$ cat config.mk
export PLATFORM = sky130hd
export DESIGN_NAME = fwp_poll_ctrl
export DESIGN_NICKNAME = d
export VERILOG_FILES = /design/src/verilog/fwp_pkg.sv /design/src/verilog/fwp_poll_ctrl.sv /design/src/verilog/fwp_sync.sv
export SDC_FILE = /design/constraint.sdc
export NUM_CORES = 1
export LEC_CHECK = 0
export ABC_AREA = 1
export ABC_CLOCK_PERIOD_IN_PS = 10300
export BUFFER_PORTS_ARGS = -buffer_cell sky130_fd_sc_hd__buf_2
export CAP_MARGIN = 0
export CORE_MARGIN = 2
export CORE_UTILIZATION = 55
export CTS_CLUSTER_DIAMETER = 30
export DETAILED_ROUTE_END_ITERATION = 7
export GPL_ROUTABILITY_DRIVEN = 1
export GPL_TIMING_DRIVEN = 0
export PLACE_DENSITY = 0.84
export SLEW_MARGIN = 40
export SYNTH_ARGS = -nofsm -noshare
export SYNTH_HDL_FRONTEND = slang
export SYNTH_SLANG_ARGS = --single-unit
$ cat constraint.sdc
create_clock -name core_clk_i -period 10.3 [get_ports core_clk_i]
set_clock_uncertainty 0.15 [all_clocks]
set_input_delay 0 -clock core_clk_i [delete_from_list [all_inputs] [get_ports core_clk_i]]
set_output_delay 0 -clock core_clk_i [all_outputs]
set_load 0.02 [all_outputs]
$ cat src/verilog/fwp_pkg.sv
// constants shared by the flash status poll controller
package fwp_pkg;
    // clock
    localparam int CLK_PERIOD_NS = 10;
    // flash bus timing, as printed
    localparam int T_ACC_NS = 100;
    localparam int T_WP_NS = 50;
    localparam int T_WPH_NS = 30;
    localparam int T_DF_NS = 30;
    localparam int SYNC_LAT_CYC = 3;
    localparam int ACC_CYC = (T_ACC_NS + CLK_PERIOD_NS - 1) / CLK_PERIOD_NS;
    localparam int WP_CYC = (T_WP_NS + CLK_PERIOD_NS - 1) / CLK_PERIOD_NS;
    localparam int WPH_CYC = (T_WPH_NS + CLK_PERIOD_NS - 1) / CLK_PERIOD_NS;
    localparam int GAP_CYC = (T_DF_NS + CLK_PERIOD_NS - 1) / CLK_PERIOD_NS;
    // hold the output strobe through access time plus input synchroniser
    localparam int RD_HOLD_CYC = ACC_CYC + SYNC_LAT_CYC + 1;
    // longest embedded operation times
    localparam int PROG_MAX_US = 300;
    localparam int ERASE_MAX_S = 15;
    localparam longint PROG_MAX_CYC = (64'(PROG_MAX_US) * 64'd1000) / 64'(CLK_PERIOD_NS);
    localparam longint ERASE_MAX_CYC =
        (64'(ERASE_MAX_S) * 64'd1000000000) / 64'(CLK_PERIOD_NS);
    // status word layout: two dies, one byte lane each
    localparam int DIES = 2;
    localparam int LANE_STRIDE = 16;
    localparam int TOG1_BIT = 6;
    localparam int TOG2_BIT = 2;
    localparam int TL_BIT = 5;
    localparam int POLL_BIT = 7;
    // reset command byte, placed in each die's low lane
    localparam logic [7:0] RESET_CMD = 8'hf0;
    // software register offsets
    localparam logic [3:0] REG_CTRL = 4'h0;
    localparam logic [3:0] REG_STATUS = 4'h4;
    localparam logic [3:0] REG_ADDR = 4'h8;
    localparam logic [3:0] REG_LAST = 4'hc;
    // control bits
    localparam int CTRL_START = 0;
    localparam int CTRL_ERASE = 1;
    localparam int CTRL_ABORT = 2;
    localparam int CTRL_RESET = 3;
    // status bits
    localparam int ST_BUSY = 0;
    localparam int ST_DONE = 1;
    localparam int ST_FAIL = 3;
    localparam int ST_TIMEOUT = 5;
    localparam int ST_RDY = 6;
    // controller states, gray along idle-read-eval-write
    typedef enum logic [1:0] {
        ST_IDLE = 2'h0,
        ST_READ = 2'h1,
        ST_EVAL = 2'h3,
        ST_WRITE = 2'h2
    } fwp_state_t;
endpackage : fwp_pkg

$ cat src/verilog/fwp_poll_ctrl.sv
// host controller that polls two flash dies for program/erase status
// How it works
// device pulls ready/busy low while busy
// ready/busy is open drain, valid after command
// toggle one flips each read while busy
// toggle one readable at any address
// all-protected erase toggles about 100 us
// protected sectors skipped during erase
// protected program address toggles about 1 us
// toggle one halts in erase suspend
// toggle one flips during suspend program
// toggle two flips inside erase-selected sectors
// host paces status reads with output strobe
// suspended sector reads fixed status pattern
// other sectors read array data in suspend
// time-limit bit set when limit exceeded
// programming one over zero ends in failure
// host sends reset command after failure
// host reads twice, compares toggle bit
// toggling with time-limit high: recheck, then reset
// host restarts with double read after leaving
// program 300 us, erase 15 s at most
// poll bit complements programmed value while busy
// poll bit zero during erase, one after
// each die reports on its own lane
`timescale 1ns/1ps
module fwp_poll_ctrl #(
    parameter int ADDR_W = 21,
    parameter logic [31:0] PROG_LIMIT = 32'(fwp_pkg::PROG_MAX_CYC),
    parameter logic [31:0] ERASE_LIMIT = 32'(fwp_pkg::ERASE_MAX_CYC)
) (
    input wire logic core_clk_i,
    input wire logic reset_n_i,
    input wire logic [3:0] sw_addr_i,
    input wire logic [31:0] sw_wdata_i,
    input wire logic sw_wr_i,
    input wire logic sw_rd_i,
    output logic [31:0] sw_rdata_o,
    output logic flash_select_n_o,
    output logic flash_output_strobe_n_o,
    output logic flash_write_strobe_n_o,
    output logic [ADDR_W-1:0] flash_addr_o,
    output logic [31:0] flash_data_o,
    output logic flash_data_oe_o,
    input wire logic [31:0] flash_data_i,
    input wire logic ready_busy_n_lower_i,
    input wire logic ready_busy_n_upper_i
);
    typedef struct packed {
        fwp_pkg::fwp_state_t st;
        logic [7:0] cnt;
        logic gap;
        logic first;
        logic [31:0] prev;
        logic [31:0] cur;
        logic [31:0] tmo;
        logic erase;
        logic [1:0] done;
        logic [1:0] fail;
        logic [1:0] recheck;
        logic timeout;
        logic busy;
        logic [31:0] rdata;
        logic sel_n;
        logic oe_n;
        logic we_n;
        logic data_oe;
        logic [31:0] wdata;
        logic [ADDR_W-1:0] addr;
    } fwp_st_t;

    logic [1:0] rst_sync_reg;
    logic rst_n;
    logic [31:0] data_s;
    logic [1:0] rb_s;
    fwp_st_t r_reg;
    fwp_st_t r_next;

    // picks one status bit of one die's byte lane
    function automatic logic lane_bit(input logic [31:0] w, input int die, input int b);
        lane_bit = w[die * fwp_pkg::LANE_STRIDE + b];
    endfunction : lane_bit

    always_ff @(posedge core_clk_i or negedge reset_n_i) begin
        if (!reset_n_i) begin
            rst_sync_reg <= 2'h0;
        end else begin
            rst_sync_reg <= {rst_sync_reg[0], 1'b1};
        end
    end
    assign rst_n = rst_sync_reg[1];

    // data bus sampled through the synchroniser; strobe held long enough to settle
    fwp_sync #(.W(32)) u_data_sync (
        .core_clk_i(core_clk_i),
        .rst_n_i(rst_n),
        .d_i(flash_data_i),
        .q_o(data_s)
    );

    fwp_sync #(.W(2)) u_rb_sync (
        .core_clk_i(core_clk_i),
        .rst_n_i(rst_n),
        .d_i({ready_busy_n_upper_i, ready_busy_n_lower_i}),
        .q_o(rb_s)
    );

    always_comb begin
        logic tg;
        logic [31:0] limit;
        tg = 1'b0;
        limit = r_reg.erase ? ERASE_LIMIT : PROG_LIMIT;
        r_next = r_reg;
        r_next.rdata = 32'h0;

        // software read port, data valid one cycle after the strobe
        if (sw_rd_i) begin
            case (sw_addr_i)
                fwp_pkg::REG_STATUS: begin
                    r_next.rdata[fwp_pkg::ST_BUSY] = r_reg.busy;
                    r_next.rdata[fwp_pkg::ST_DONE +: 2] = r_reg.done;
                    r_next.rdata[fwp_pkg::ST_FAIL +: 2] = r_reg.fail;
                    r_next.rdata[fwp_pkg::ST_TIMEOUT] = r_reg.timeout;
                    r_next.rdata[fwp_pkg::ST_RDY +: 2] = rb_s;
                end
                fwp_pkg::REG_ADDR: r_next.rdata[ADDR_W-1:0] = r_reg.addr;
                fwp_pkg::REG_LAST: r_next.rdata = r_reg.cur;
                default: r_next.rdata = 32'h0;
            endcase
        end

        case (r_reg.st)
            fwp_pkg::ST_IDLE: begin
                if (sw_wr_i && sw_addr_i == fwp_pkg::REG_ADDR) begin
                    r_next.addr = sw_wdata_i[ADDR_W-1:0];
                end
                if (sw_wr_i && sw_addr_i == fwp_pkg::REG_CTRL) begin
                    if (sw_wdata_i[fwp_pkg::CTRL_START]) begin
                        // every start begins with a fresh read pair
                        r_next.st = fwp_pkg::ST_READ;
                        r_next.first = 1'b1;
                        r_next.erase = sw_wdata_i[fwp_pkg::CTRL_ERASE];
                        r_next.done = 2'h0;
                        r_next.fail = 2'h0;
                        r_next.recheck = 2'h0;
                        r_next.timeout = 1'b0;
                        r_next.tmo = 32'h0;
                        r_next.busy = 1'b1;
                        r_next.cnt = 8'h0;
                        r_next.gap = 1'b0;
                        r_next.sel_n = 1'b0;
                        r_next.oe_n = 1'b0;
                    end else if (sw_wdata_i[fwp_pkg::CTRL_RESET]) begin
                        r_next.st = fwp_pkg::ST_WRITE;
                        r_next.busy = 1'b1;
                        r_next.cnt = 8'h0;
                        r_next.gap = 1'b0;
                        r_next.sel_n = 1'b0;
                        r_next.we_n = 1'b0;
                        r_next.data_oe = 1'b1;
                    end
                end
            end
            fwp_pkg::ST_READ: begin
                r_next.tmo = r_reg.tmo + 32'h1;
                r_next.cnt = r_reg.cnt + 8'h1;
                if (!r_reg.gap && r_reg.cnt == 8'(fwp_pkg::RD_HOLD_CYC - 1)) begin
                    // each output strobe is one read cycle to the flash
                    r_next.cur = data_s;
                    r_next.oe_n = 1'b1;
                    r_next.gap = 1'b1;
                    r_next.cnt = 8'h0;
                end else if (r_reg.gap && r_reg.cnt == 8'(fwp_pkg::GAP_CYC - 1)) begin
                    r_next.cnt = 8'h0;
                    r_next.gap = 1'b0;
                    if (r_reg.first) begin
                        r_next.first = 1'b0;
                        r_next.prev = r_reg.cur;
                        r_next.oe_n = 1'b0;
                    end else begin
                        r_next.st = fwp_pkg::ST_EVAL;
                    end
                end
                if (sw_wr_i && sw_addr_i == fwp_pkg::REG_CTRL
                        && sw_wdata_i[fwp_pkg::CTRL_ABORT]) begin
                    // leaving mid-poll loses the pair; a later start rereads twice
                    r_next.st = fwp_pkg::ST_IDLE;
                    r_next.busy = 1'b0;
                    r_next.oe_n = 1'b1;
                    r_next.sel_n = 1'b1;
                end else if (r_reg.tmo >= limit) begin
                    r_next.st = fwp_pkg::ST_IDLE;
                    r_next.timeout = 1'b1;
                    r_next.busy = 1'b0;
                    r_next.oe_n = 1'b1;
                    r_next.sel_n = 1'b1;
                end
            end
            fwp_pkg::ST_EVAL: begin
                for (int d = 0; d < fwp_pkg::DIES; d++) begin
                    tg = lane_bit(r_reg.cur, d, fwp_pkg::TOG1_BIT)
                        ^ lane_bit(r_reg.prev, d, fwp_pkg::TOG1_BIT);
                    if (!r_reg.done[d] && !r_reg.fail[d]) begin
                        if (!tg) begin
                            r_next.done[d] = 1'b1;
                        end else if (r_reg.recheck[d]) begin
                            r_next.fail[d] = 1'b1;
                        end else if (lane_bit(r_reg.cur, d, fwp_pkg::TL_BIT)) begin
                            r_next.recheck[d] = 1'b1;
                        end
                    end
                end
                if (&(r_next.done | r_next.fail)) begin
                    r_next.oe_n = 1'b1;
                    r_next.cnt = 8'h0;
                    if (|r_next.fail) begin
                        // a failed die stays in status output until reset
                        r_next.st = fwp_pkg::ST_WRITE;
                        r_next.we_n = 1'b0;
                        r_next.data_oe = 1'b1;
                        r_next.gap = 1'b0;
                    end else begin
                        r_next.st = fwp_pkg::ST_IDLE;
                        r_next.busy = 1'b0;
                        r_next.sel_n = 1'b1;
                    end
                end else begin
                    // one more read, compared with the last one
                    r_next.st = fwp_pkg::ST_READ;
                    r_next.prev = r_reg.cur;
                    r_next.oe_n = 1'b0;
                    r_next.cnt = 8'h0;
                    r_next.gap = 1'b0;
                end
            end
            fwp_pkg::ST_WRITE: begin
                r_next.cnt = r_reg.cnt + 8'h1;
                if (!r_reg.gap && r_reg.cnt == 8'(fwp_pkg::WP_CYC - 1)) begin
                    r_next.we_n = 1'b1;
                    r_next.gap = 1'b1;
                    r_next.cnt = 8'h0;
                end else if (r_reg.gap && r_reg.cnt == 8'(fwp_pkg::WPH_CYC - 1)) begin
                    r_next.st = fwp_pkg::ST_IDLE;
                    r_next.gap = 1'b0;
                    r_next.cnt = 8'h0;
                    r_next.data_oe = 1'b0;
                    r_next.sel_n = 1'b1;
                    r_next.busy = 1'b0;
                end
            end
            default: r_next.st = fwp_pkg::ST_IDLE;
        endcase
        // command word set with the strobe edge, so the first low cycle already carries it
        r_next.wdata = r_next.data_oe ? {8'h00, fwp_pkg::RESET_CMD, 8'h00, fwp_pkg::RESET_CMD}
            : 32'h0;
    end

    always_ff @(posedge core_clk_i or negedge rst_n) begin
        if (!rst_n) begin
            r_reg <= '{st: fwp_pkg::ST_IDLE, sel_n: 1'b1, oe_n: 1'b1, we_n: 1'b1, default: '0};
        end else begin
            r_reg <= r_next;
        end
    end

    assign sw_rdata_o = r_reg.rdata;
    assign flash_select_n_o = r_reg.sel_n;
    assign flash_output_strobe_n_o = r_reg.oe_n;
    assign flash_write_strobe_n_o = r_reg.we_n;
    assign flash_addr_o = r_reg.addr;
    assign flash_data_o = r_reg.wdata;
    assign flash_data_oe_o = r_reg.data_oe;
endmodule : fwp_poll_ctrl

$ cat src/verilog/fwp_sync.sv
// three-stage pin input synchroniser, output moves when stages two and three agree
`timescale 1ns/1ps
module fwp_sync #(
    parameter int W = 1
) (
    input wire logic core_clk_i,
    input wire logic rst_n_i,
    input wire logic [W-1:0] d_i,
    output logic [W-1:0] q_o
);
    typedef struct packed {
        logic [W-1:0] s1;
        logic [W-1:0] s2;
        logic [W-1:0] s3;
        logic [W-1:0] q;
    } fwp_sync_st_t;

    fwp_sync_st_t r_reg;
    fwp_sync_st_t r_next;

    always_comb begin
        r_next = r_reg;
        r_next.s1 = d_i;
        r_next.s2 = r_reg.s1;
        r_next.s3 = r_reg.s2;
        for (int i = 0; i < W; i++) begin
            if (r_reg.s2[i] == r_reg.s3[i]) begin
                r_next.q[i] = r_reg.s3[i];
            end
        end
    end

    always_ff @(posedge core_clk_i or negedge rst_n_i) begin
        if (!rst_n_i) begin
            r_reg <= '0;
        end else begin
            r_reg <= r_next;
        end
    end

    assign q_o = r_reg.q;
endmodule : fwp_sync
==> run summary, run 1 <==
total standard cell area after synthesis: 11600 um^2
RR Startpoint: r_reg[97]
crit path launch type: input port
remaining antenna violation count: 0
hold violation total from the final report: 0
delay of the slowest cell on the worst path: 0.62 ns
antenna diode count: 0
part of the power in registers: 35.6%
Placement Setup Slack: 7.66 ns
Most Frequent Cell on Critical Path: dlygate4sd3_1
worst-case reg-to-reg path depth: 12
commonest non-fill, non-tap cell in the layout: dfrtp_1
crit-path cells: dlygate4sd3_1, buf_2, nor2_1, dlygate4sd3_1, inv_1, nor3_2, clkbuf_1, nand3_1, dlygate4sd3_1, o21ai_0, dlygate4sd3_1
maximum number of pins on one net before global-route repair: 46
die height: 149 um
path type of the worst min-delay path: register to async pin
post-DR vias/cell: 5.32
TritonCTS buffer count: 46
drt pass-1 iters: 8
global-route wire length before repair: 50700 um
overall overflow remaining after global route: 0
total number of nets in the final design: 1517
Clock Pin Slew Worst Setup and Hold Paths: 0.06 ns
clock insertion delay at the later pin of the skew report: 0.55 ns
FP Rows: 53
part of the power in the clock network: 42.5%
number of library cell types mapped by synthesis: 42
Synth warnings: 0
CTS tree: yes
Clock H-tree levels: 2
Tot Pwr: 4.06 mW
Max Fanout on Critical Path: 10
last weighted congestion value of the routability-driven placer: 0.914
cell at the root of the clock tree: clkbuf_16
total I/O pin count: 163
initial standard-cell utilization of the core: 55.7%
Max Root-Sink Buffers: 3
initial detailed-routing violation count: 925
required time of the critical path: 10.64 ns
Net Sw Power: 1.30 mW
static leakage power: 7.66 nW
worst hold margin: 0.0565 ns
critical path data arrival time: 3.74 ns
failing checks: DRC
Primary FF master, synth: dfrtp_1
worst IR drop on VDD: 203 uV
commonest non-fill, non-tap cells in the layout: dfrtp_1, nand2_1, buf_2
area growth from synthesis to final layout: 34.9%
slowest CP cell: dlygate4sd3_1
total of buffers placed on input and output ports: 127
sequential fraction of the synthesis area: 60.9%
Comb pwr share: 21.9%
critical path class: input port to register
via count of the first global-routing pass: 9764
PnR worst setup slack: 6.91 ns
detailed placer's ending HPWL: 17800 um
Rel. slew slack: 53.5%
power per standard cell area: 260 nW/um^2
internal power component: 2.76 mW
Die W: 149 um
number of enable flip-flop cells after synthesis: 0
average size of a mapped cell: 10.4 um^2
Vias: 9242
RSZ-0062 raised after global routing: no
Filler Cell Count: 1267
post-CTS setup repair buffer count: 0
count of max-cap constraint violations: 0
synthesized instance count: 1112
outcome: finished with violations
Slew @ Worst Pin: 0.692 ns
final setup violation count: 0
Slew Viols, Final: 0
Min Clock Period, post-route: 3.39 ns
share of the cycle needed by the critical path after routing: 33.0%
ys async rst share: 100%
total wirelength of the detailed-routed design: 31600 um
Core Box Area: 20800 um^2
kind of cell adding the most delay to the critical path: buffers and inverters
fraction of final layout cells sized beyond drive strength 1: 24.6%
worst reg2reg setup slack: 7.61 ns
CP bufs+invs: 7
Seq cells post-synth: 282
max reg flops: 87
Non-Filler Instances: 1737
all-layer global routing usage: 29.5%
Crit. End Element: register
antenna violations before repair: 0
sink count of the clock tree: 282
Max Fclk: 295 MHz
DR DRC count: 6
core utilization of the finished layout: 75.1%
switching portion of total power: 32.0%
full die area: 22200 um^2
capture instance of the worst register-to-register path: r_reg[89]
average detailed-routed wire length per instance: 18.2 um
# placed instances: 1544
cell usage after synthesis (3+ instances only):
| cell | count | area share (%) |
|---|---|---|
| dfrtp_1 | 279 | 60 |
| nand2_1 | 187 | 6.1 |
| inv_1 | 122 | 4.0 |
| nor2_1 | 86 | 2.8 |
| buf_4 | 85 | 5.5 |
| o21ai_0 | 75 | 3.2 |
| nand3_1 | 42 | 1.8 |
| maj3_1 | 34 | 2.9 |
| nor3_1 | 27 | 1.2 |
| ha_1 | 19 | 2.1 |
| xor2_1 | 19 | 1.4 |
| a21oi_1 | 18 | 0.78 |
| mux2_2 | 18 | 1.7 |
| nand4_1 | 17 | 0.92 |
| o22ai_1 | 14 | 0.76 |
| buf_2 | 12 | 0.52 |
| o211ai_1 | 9 | 0.58 |
| clkbuf_1 | 6 | 0.19 |
| nor2_4 | 5 | 0.49 |
| a31oi_1 | 3 | 0.16 |
| dfstp_2 | 3 | 0.68 |
| nand3b_1 | 3 | 0.19 |
| nor2_2 | 3 | 0.16 |
| or2_2 | 3 | 0.16 |
power groups by stage:
stage               Combinational (mW)  Sequential [mW]  Clock [mW]
detailed placement               0.805             1.44           0
global route                     0.976             1.46        1.80
floorplan                        0.587             1.42           0
CTS                              0.859             1.43        1.72
finish                           0.888             1.45        1.72
global placement                 0.748             1.45           0
timing repair:
action,4_1_cts,5_1_grt
hold buffers,107,0
gates resized for setup,0,0
setup endpoints to repair,0,0
hold endpoints to repair,104,0
final cells by class:
type	count	area, um^2	area share, %
flip-flops and latches	282	7060	45.2
multi-input cells	623	3420	21.9
repair buffers	241	1850	11.8
clock buffers	50	1190	7.59
plain buffers	105	728	4.66
clock inverters	36	577	3.69
inverters	125	470	3.01
well taps	275	344	2.20
how the worst max path moves through the flow:
stage	slack, ns	startpoint	cells past startpoint	end
2_1_floorplan	1.71	rst_sync_reg[1]	0	async pin
3_3_place_gp	-0.81	rst_sync_reg[1]	0	r_reg[199]
5_1_grt	6.85	sw_addr_i[1]	11	sw_rdata_o[8]
3_5_place_dp	7.66	r_reg[97]	12	r_reg[89]
6_report	6.91	sw_addr_i[1]	11	sw_rdata_o[8]
4_1_cts	7.19	sw_addr_i[1]	12	r_reg[97]
per-layer routing:
layer / share of wire [%] / track usage [%] / up-vias
li1: - / - / 4127
met1: 36 / 34.5 / 4466
met2: 51 / 50.6 / 492
met3: 7.4 / 7.09 / 157
met4: 5.6 / 15.2 / 0
met5: 0 / 0 / -
worst reg2reg max path, delay by kind of cell (launching register included):
kind                     cells  cell delay [ns]
flip-flops                   1             0.43
AND/OR/NAND/NOR              9             1.10
AO/OA/AOI/OAI                1             0.24
adder cells (fa/ha/maj)      1             0.33
buffers and inverters        1             0.38
cells by family after synthesis:
| group | count (synthesis) | synth area share [%] |
|---|---|---|
| mux | 18 | 1.75 |
| xor+xnor | 19 | 1.44 |
| flops | 282 | 60.9 |
| compound gates | 126 | 5.99 |
| simple gates | 382 | 14.5 |
| other cells | 2 | 0.0648 |
| buf+inv | 230 | 10.3 |
| fa+ha+maj | 53 | 4.99 |
per-stage QoR:
stage | setup TNS [ns] | instance area [um^2]
after detailed placement | 0 | 12800
final | 0 | 15600
after global placement | -216.50 | 12700
after CTS | 0 | 15600
after floorplan | 0 | 11700
after global routing | 0 | 15600
Note: power is estimated with default switching activity, not from simulation.
==> run 2: changes to the inputs <==
--- a/config.mk
+++ b/config.mk
@@ -6,16 +6,16 @@
 export NUM_CORES = 1
 export LEC_CHECK = 0
 export ABC_AREA = 1
-export ABC_CLOCK_PERIOD_IN_PS = 10300
+export ABC_CLOCK_PERIOD_IN_PS = 3110
 export BUFFER_PORTS_ARGS = -buffer_cell sky130_fd_sc_hd__buf_2
 export CAP_MARGIN = 0
 export CORE_MARGIN = 2
-export CORE_UTILIZATION = 55
+export CORE_UTILIZATION = 52
 export CTS_CLUSTER_DIAMETER = 30
 export DETAILED_ROUTE_END_ITERATION = 7
 export GPL_ROUTABILITY_DRIVEN = 1
 export GPL_TIMING_DRIVEN = 0
-export PLACE_DENSITY = 0.84
+export PLACE_DENSITY = 0.83
 export SLEW_MARGIN = 40
 export SYNTH_ARGS = -nofsm -noshare
 export SYNTH_HDL_FRONTEND = slang
==> constraint.sdc (replaced) <==
create_clock -name core_clk_i -period 3.11 [get_ports core_clk_i]
set_clock_uncertainty 0.15 [all_clocks]
set_input_delay 0 -clock core_clk_i [delete_from_list [all_inputs] [get_ports core_clk_i]]
set_output_delay 0 -clock core_clk_i [all_outputs]
set_load 0.02 [all_outputs]
==> run 2 against run 1 <==
  * Register-to-register slack got worse by 7.2 ns
  * The flow now finishes without violations
  * Count of clock-buffer cells in the layout rose by 9
  * Critical endpoint unchanged
  * First-iteration DRC count fell by 31%
  * Total power rose to 3.2 times the previous value
==> run summary, run 2 (synthesized netlist as in run 1, its figures left out) <==
area growth from synthesis to final layout: 33.6% (was 34.9%)
part of the power in the clock network: 40.7% (was 42.5%)
PnR worst setup slack: 0.131 ns (was 6.91 ns)
worst IR drop on VDD: 525 uV (was 203 uV)
max reg flops: 87 (unchanged)
capture instance of the worst register-to-register path: flash_select_n_o (was r_reg[89])
die height: 153 um (was 149 um)
Vias: 8838 (was 9242)
Die W: 153 um (was 149 um)
slowest CP cell: dlygate4sd3_1 (unchanged)
drt pass-1 iters: 6 (was 8)
overall overflow remaining after global route: 0 (unchanged)
required time of the critical path: 3.45 ns (was 10.64 ns)
worst hold path endpoint: flash_addr_o[17]
worst hold margin: 0.0905 ns (was 0.0565 ns)
antenna violations before repair: 0 (unchanged)
internal power component: 8.73 mW (was 2.76 mW)
Core Box Area: 21800 um^2 (was 20800 um^2)
commonest non-fill, non-tap cells in the layout: dfrtp_1, nand2_1, buf_2 (unchanged)
final setup violation count: 0 (unchanged)
Min Clock Period, post-route: 2.98 ns
Slew Viols, Final: 0 (unchanged)
core utilization of the finished layout: 71.0% (was 75.1%)
cell at the root of the clock tree: clkbuf_16 (unchanged)
static leakage power: 7.61 nW (was 7.66 nW)
hold path startpoint: sw_wdata_i[17]
DR DRC count: 0 (was 6)
part of the power in registers: 37.1% (was 35.6%)
full die area: 23500 um^2 (was 22200 um^2)
TritonCTS buffer count: 47 (was 46)
Max Root-Sink Buffers: 3 (unchanged)
all-layer global routing usage: 25.6% (was 29.5%)
last weighted congestion value of the routability-driven placer: 0.896 (was 0.914)
outcome: finished, final reports clean (was finished with violations)
hold violation total from the final report: 0 (unchanged)
RSZ-0062 raised after global routing: no (unchanged)
Crit. End Element: register (unchanged)
summed area of non-filler cells in the final layout: 15500 um^2 (was 15600 um^2)
sink count of the clock tree: 282 (unchanged)
Non-Filler Instances: 1739 (was 1737)
RR Startpoint: r_reg[97] (unchanged)
antenna diode count: 0 (unchanged)
detailed placer's ending HPWL: 17900 um (was 17800 um)
total wirelength of the detailed-routed design: 29500 um (was 31600 um)
switching portion of total power: 32.1% (was 32.0%)
crit-path cells: dlygate4sd3_1, buf_2, nor2_1, dlygate4sd3_1, inv_1, nor3_2, clkbuf_2, nand3_1, dlygate4sd3_1, o21ai_0, dlygate4sd3_1 (was dlygate4sd3_1, buf_2, nor2_1, dlygate4sd3_1, inv_1, nor3_2, clkbuf_1, nand3_1, dlygate4sd3_1, o21ai_0, dlygate4sd3_1)
Net Sw Power: 4.13 mW (was 1.30 mW)
remaining antenna violation count: 0 (unchanged)
Slew @ Worst Pin: 0.661 ns (was 0.692 ns)
critical path class: input port to register (unchanged)
total number of nets in the final design: 1517 (unchanged)
FP Rows: 54 (was 53)
share of the cycle needed by the critical path after routing: 95.8%
Rel. slew slack: 55.6% (was 53.5%)
total I/O pin count: 163 (unchanged)
commonest non-fill, non-tap cell in the layout: dfrtp_1 (unchanged)
post-DR vias/cell: 5.08 (was 5.32)
average detailed-routed wire length per instance: 17.0 um (was 18.2 um)
Max Fanout on Critical Path: 10 (unchanged)
Clock Pin Slew Worst Setup and Hold Paths: 0.06 ns (about the same)
Clock H-tree levels: 2 (unchanged)
fraction of final layout cells sized beyond drive strength 1: 24.3% (was 24.6%)
total of buffers placed on input and output ports: 127 (unchanged)
number of cells traversed by the worst hold path: 3
Max Fclk: 336 MHz
Most Frequent Cell on Critical Path: dlygate4sd3_1 (unchanged)
delay of the slowest cell on the worst path: 0.61 ns (was 0.62 ns)
via count of the first global-routing pass: 9230 (was 9764)
power per standard cell area: 830 nW/um^2 (was 260 nW/um^2)
count of max-cap constraint violations: 0 (unchanged)
Filler Cell Count: 1466 (was 1267)
critical path data arrival time: 3.32 ns (was 3.74 ns)
post-CTS setup repair buffer count: 0 (unchanged)
global-route wire length before repair: 48000 um (was 50700 um)
worst reg2reg setup slack: 0.41 ns (was 7.61 ns)
initial detailed-routing violation count: 638 (was 925)
crit path launch type: input port (unchanged)
CTS tree: yes (unchanged)
worst-case reg-to-reg path depth: 12 (unchanged)
dpl cell area: 12800 um^2 (about the same)
clock insertion delay at the later pin of the skew report: 0.55 ns (about the same)
path type of the worst min-delay path: input port to register (was register to async pin)
Placement Setup Slack: 0.478 ns (was 7.66 ns)
Comb pwr share: 22.3% (was 21.9%)
# placed instances: 1549 (was 1544)
initial standard-cell utilization of the core: 53.1% (was 55.7%)
maximum number of pins on one net before global-route repair: 44 (was 46)
## run 2: cell count changes in the layout (fill, tap and decap cells not counted), sizes merged
cell	delta
clkinv	-1
bufinv	-7
clkinvlp	-4
inv	+1
dlygate4sd3	-1
clkbuf	+9
## run 2: layer usage
layer / wire length [um] / share of wire [%] / GRT usage (%) / up-vias
li1: - / - / - / 4124
met1: 11400 / 39 / 30.9 / 4259
met2: 15100 / 51 / 44.9 / 349
met3: 1750 / 5.9 / 5.02 / 106
met4: 1270 / 4.3 / 10.9 / 0
met5: 0 / 0 / 0 / -
## run 2: worst max path at each step
stage | start | end | slack [ns] | cells after the start
floorplan | rst_sync_reg[1] | async pin | 0.15 | 0
global placement | rst_sync_reg[1] | flash_addr_o[17] | -0.71 | 0
detailed placement | r_reg[97] | flash_select_n_o | 0.48 | 12
CTS | sw_addr_i[0] | sw_rdata_o[8] | 0.02 | 11
global route | sw_addr_i[0] | sw_rdata_o[8] | 0.02 | 11
finish | sw_addr_i[0] | sw_rdata_o[8] | 0.13 | 11
## run 2: what timing repair did
action	in CTS	in global routing
gates resized for setup	0	2
endpoints found under the setup margin	0	1
hold buffers	106	0
endpoints found under the hold margin	104	0
## run 2: critical path: cells and delay by family
kind	cells	cell delay, ns
buffers and inverters	7	2.81
AND/OR/NAND/NOR	3	0.43
AO/OA/AOI/OAI	1	0.09
## run 2: area by class of cell
type | count | area, um^2 | share of cell area (%)
repair buffers | 240 | 1840 | 11.9
inverters | 125 | 470 | 3.04
multi-input cells | 623 | 3420 | 22.1
flip-flops and latches | 282 | 7060 | 45.6
clock buffers | 59 | 1290 | 8.34
well taps | 280 | 350 | 2.26
plain buffers | 105 | 729 | 4.71
clock inverters | 25 | 324 | 2.09
## run 2: through the flow
stage	setup TNS, ns	total power, mW
after CTS	0	12.8
after detailed placement	0	7.46
after floorplan	0	6.63
after global routing	0	13.5
after global placement	-189.31	7.32
final	0	12.9
## run 2: power by group through the flow
stage | sequential, mW | combinational [mW] | clock (mW)
after floorplan | 4.69 | 1.94 | 0
after global placement | 4.83 | 2.49 | 0
after detailed placement | 4.79 | 2.67 | 0
after CTS | 4.75 | 2.82 | 5.23
after global routing | 4.83 | 3.18 | 5.46
final | 4.77 | 2.86 | 5.23
==> run 3: changes to the inputs <==
--- a/config.mk
+++ b/config.mk
@@ -6,16 +6,16 @@
 export NUM_CORES = 1
 export LEC_CHECK = 0
 export ABC_AREA = 1
-export ABC_CLOCK_PERIOD_IN_PS = 3110
+export ABC_CLOCK_PERIOD_IN_PS = 3600
 export BUFFER_PORTS_ARGS = -buffer_cell sky130_fd_sc_hd__buf_2
 export CAP_MARGIN = 0
 export CORE_MARGIN = 2
-export CORE_UTILIZATION = 52
+export CORE_UTILIZATION = 55
 export CTS_CLUSTER_DIAMETER = 30
 export DETAILED_ROUTE_END_ITERATION = 7
 export GPL_ROUTABILITY_DRIVEN = 1
 export GPL_TIMING_DRIVEN = 0
-export PLACE_DENSITY = 0.83
+export PLACE_DENSITY = 0.84
 export SLEW_MARGIN = 40
 export SYNTH_ARGS = -nofsm -noshare
 export SYNTH_HDL_FRONTEND = slang
==> constraint.sdc (replaced) <==
create_clock -name core_clk_i -period 3.6 [get_ports core_clk_i]
set_clock_uncertainty 0.15 [all_clocks]
set_input_delay 0 -clock core_clk_i [delete_from_list [all_inputs] [get_ports core_clk_i]]
set_output_delay 0 -clock core_clk_i [all_outputs]
set_load 0.02 [all_outputs]
==> run 3 against run 2 <==
  * Flip-flop and latch count stayed put
  * Non-clock buffer count is 1 lower
  * Global-route usage is 5.1 points higher
  * Critical path type is now register to register
  * Core utilization is 3.6 points higher
  * Largest cell class unchanged
  * Combinational power is 12% lower
  * Design area is 0.29% higher
  * Routed wire length is 11% higher
  * Largest power group unchanged
==> run summary, run 3 (synthesized netlist as in run 1, its figures left out) <==
Slew Viols, Final: 0 (unchanged)
drt pass-1 iters: 6 (unchanged)
critical path data arrival time: 3.06 ns (was 3.32 ns)
global-route wire length before repair: 52300 um (was 48000 um)
last weighted congestion value of the routability-driven placer: 0.924 (was 0.896)
commonest non-fill, non-tap cell in the layout: dfrtp_1 (unchanged)
CTS tree: yes (unchanged)
crit path launch type: register (was input port)
full die area: 22200 um^2 (was 23500 um^2)
required time of the critical path: 3.92 ns (was 3.45 ns)
total number of nets in the final design: 1516 (was 1517)
Max Root-Sink Buffers: 3 (unchanged)
Rel. slew slack: 55.5% (was 55.6%)
TritonCTS buffer count: 47 (unchanged)
die height: 149 um (was 153 um)
Min Clock Period, post-route: 2.74 ns
static leakage power: 7.64 nW (was 7.61 nW)
total wirelength of the detailed-routed design: 32900 um (was 29500 um)
Die W: 149 um (was 153 um)
worst IR drop on VDD: 497 uV (was 525 uV)
sink count of the clock tree: 282 (unchanged)
Seq. cell area: 7060 um^2 (unchanged)
hold violation total from the final report: 0 (unchanged)
power per standard cell area: 732 nW/um^2 (was 830 nW/um^2)
Max Fclk: 365 MHz
max reg flops: 87 (unchanged)
core utilization of the finished layout: 74.6% (was 71.0%)
CTS Hold Bufs: 104 (was 106)
total of buffers placed on input and output ports: 127 (unchanged)
area of the multi-input gates: 3420 um^2 (unchanged)
outcome: finished, final reports clean (unchanged)
summed negative setup slack over all endpoints: 0 ns (unchanged)
RSZ-0062 raised after global routing: no (unchanged)
area growth from synthesis to final layout: 34.0% (was 33.6%)
final setup violation count: 0 (unchanged)
FP Rows: 53 (was 54)
remaining antenna violation count: 0 (unchanged)
antenna diode count: 0 (unchanged)
critical path class: register to register (was input port to register)
Vias: 9233 (was 8838)
Filler Cell Count: 1297 (was 1466)
antenna violations before repair: 0 (unchanged)
Slew @ Worst Pin: 0.663 ns (was 0.661 ns)
DR DRC count: 0 (unchanged)
count of max-cap constraint violations: 0 (unchanged)
overall overflow remaining after global route: 0 (unchanged)
fraction of final layout cells sized beyond drive strength 1: 24.9% (was 24.3%)
Gates resized, CTS repair: 0 (unchanged)
Clock Pin Slew Worst Setup and Hold Paths: 0.06 ns (about the same)
share of the cycle needed by the critical path after routing: 76.0%
cell at the root of the clock tree: clkbuf_16 (unchanged)
path type of the worst min-delay path: input port to register (unchanged)
commonest non-fill, non-tap cells in the layout: dfrtp_1, nand2_1, buf_2 (unchanged)
average detailed-routed wire length per instance: 18.9 um (was 17.0 um)
clock insertion delay at the later pin of the skew report: 0.56 ns (was 0.55 ns)
maximum number of pins on one net before global-route repair: 44 (unchanged)
Crit. End Element: register (unchanged)
Core Box Area: 20800 um^2 (was 21800 um^2)
detailed placer's ending HPWL: 18100 um (was 17900 um)
via count of the first global-routing pass: 9873 (was 9230)
post-CTS setup repair buffer count: 0 (unchanged)
post-DR vias/cell: 5.32 (was 5.08)
all-layer global routing usage: 30.7% (was 25.6%)
Clock H-tree levels: 2 (unchanged)
initial standard-cell utilization of the core: 55.7% (was 53.1%)
initial detailed-routing violation count: 696 (was 638)
total I/O pin count: 163 (unchanged)
Max Fanout on Critical Path: 11 (was 10)
## run 3: worst paths after layout
check	startpoint	end	slack, ns	cells after the start
max	r_reg[97]	r_reg[89]	0.86	12
min	sw_addr_i[0]	sw_rdata_o[7]	0.002	8
max reg2reg	r_reg[97]	r_reg[89]	0.86	12
min reg2reg	rst_sync_reg[1]	u_data_sync.r_next[88]	0.05	0
max in group asynchronous	rst_sync_reg[1]	sw_rdata_o[5]	2.30	3
min in group asynchronous	rst_sync_reg[1]	u_data_sync.r_next[88]	0.05	0
## run 3: layer usage
| layer | global-route usage [%] | part of all wire, % | vias up |
|---|---|---|---|
| met5 | 0 | 0 | - |
| met3 | 5.38 | 5.9 | 167 |
| met2 | 54.6 | 52 | 483 |
| li1 | - | - | 4128 |
| met4 | 16.0 | 5.7 | 0 |
| met1 | 35.5 | 36 | 4455 |
## run 3: layout make-up
class | instances | share of cell area, %
Inverter | 125 | 3.03
Sequential cell | 282 | 45.5
Tap cell | 275 | 2.22
Clock inverter | 39 | 2.92
Timing Repair Buffer | 239 | 11.8
Clock buffer | 49 | 7.82
Buffer | 105 | 4.69
Multi-Input combinational cell | 623 | 22.0
## run 3: critical path, cell delays in order (launching register included)
cell,delay (ns)
dfrtp_1,0.42
inv_1,0.39
ha_1,0.33
or2_2,0.27
nand3_1,0.09
nand2_1,0.09
a21oi_2,0.25
nand2_1,0.13
nor2_1,0.18
nand2_1,0.10
nand3_1,0.14
nand2_1,0.07
nand2_1,0.06
## run 3: power breakdown
group / switching [mW] / leakage [nW] / internal [mW] / total (mW)
Sequential: 0.478 / 3.35 / 3.66 / 4.14
Combinational: 1.52 / 3.48 / 1.01 / 2.53
Clock: 1.75 / 0.809 / 2.95 / 4.70
Total: 3.75 / 7.64 / 7.63 / 11.4
## run 3: metrics by stage
step / hold slack [ns] / cells / power [mW] / area (um^2) / worst slack (ns)
final: 0.00187 / 1737 / 11.4 / 15500 / 0.863
after global routing: 0.0301 / 1737 / 11.9 / 15500 / 0.680
after CTS: 0.0145 / 1737 / 11.2 / 15500 / 0.913
after detailed placement: -0.362 / 1545 / 6.45 / 12800 / 0.939
after global placement: -0.365 / 1537 / 6.30 / 12700 / -0.200
after floorplan: -0.446 / 1135 / 5.73 / 11700 / 0.636
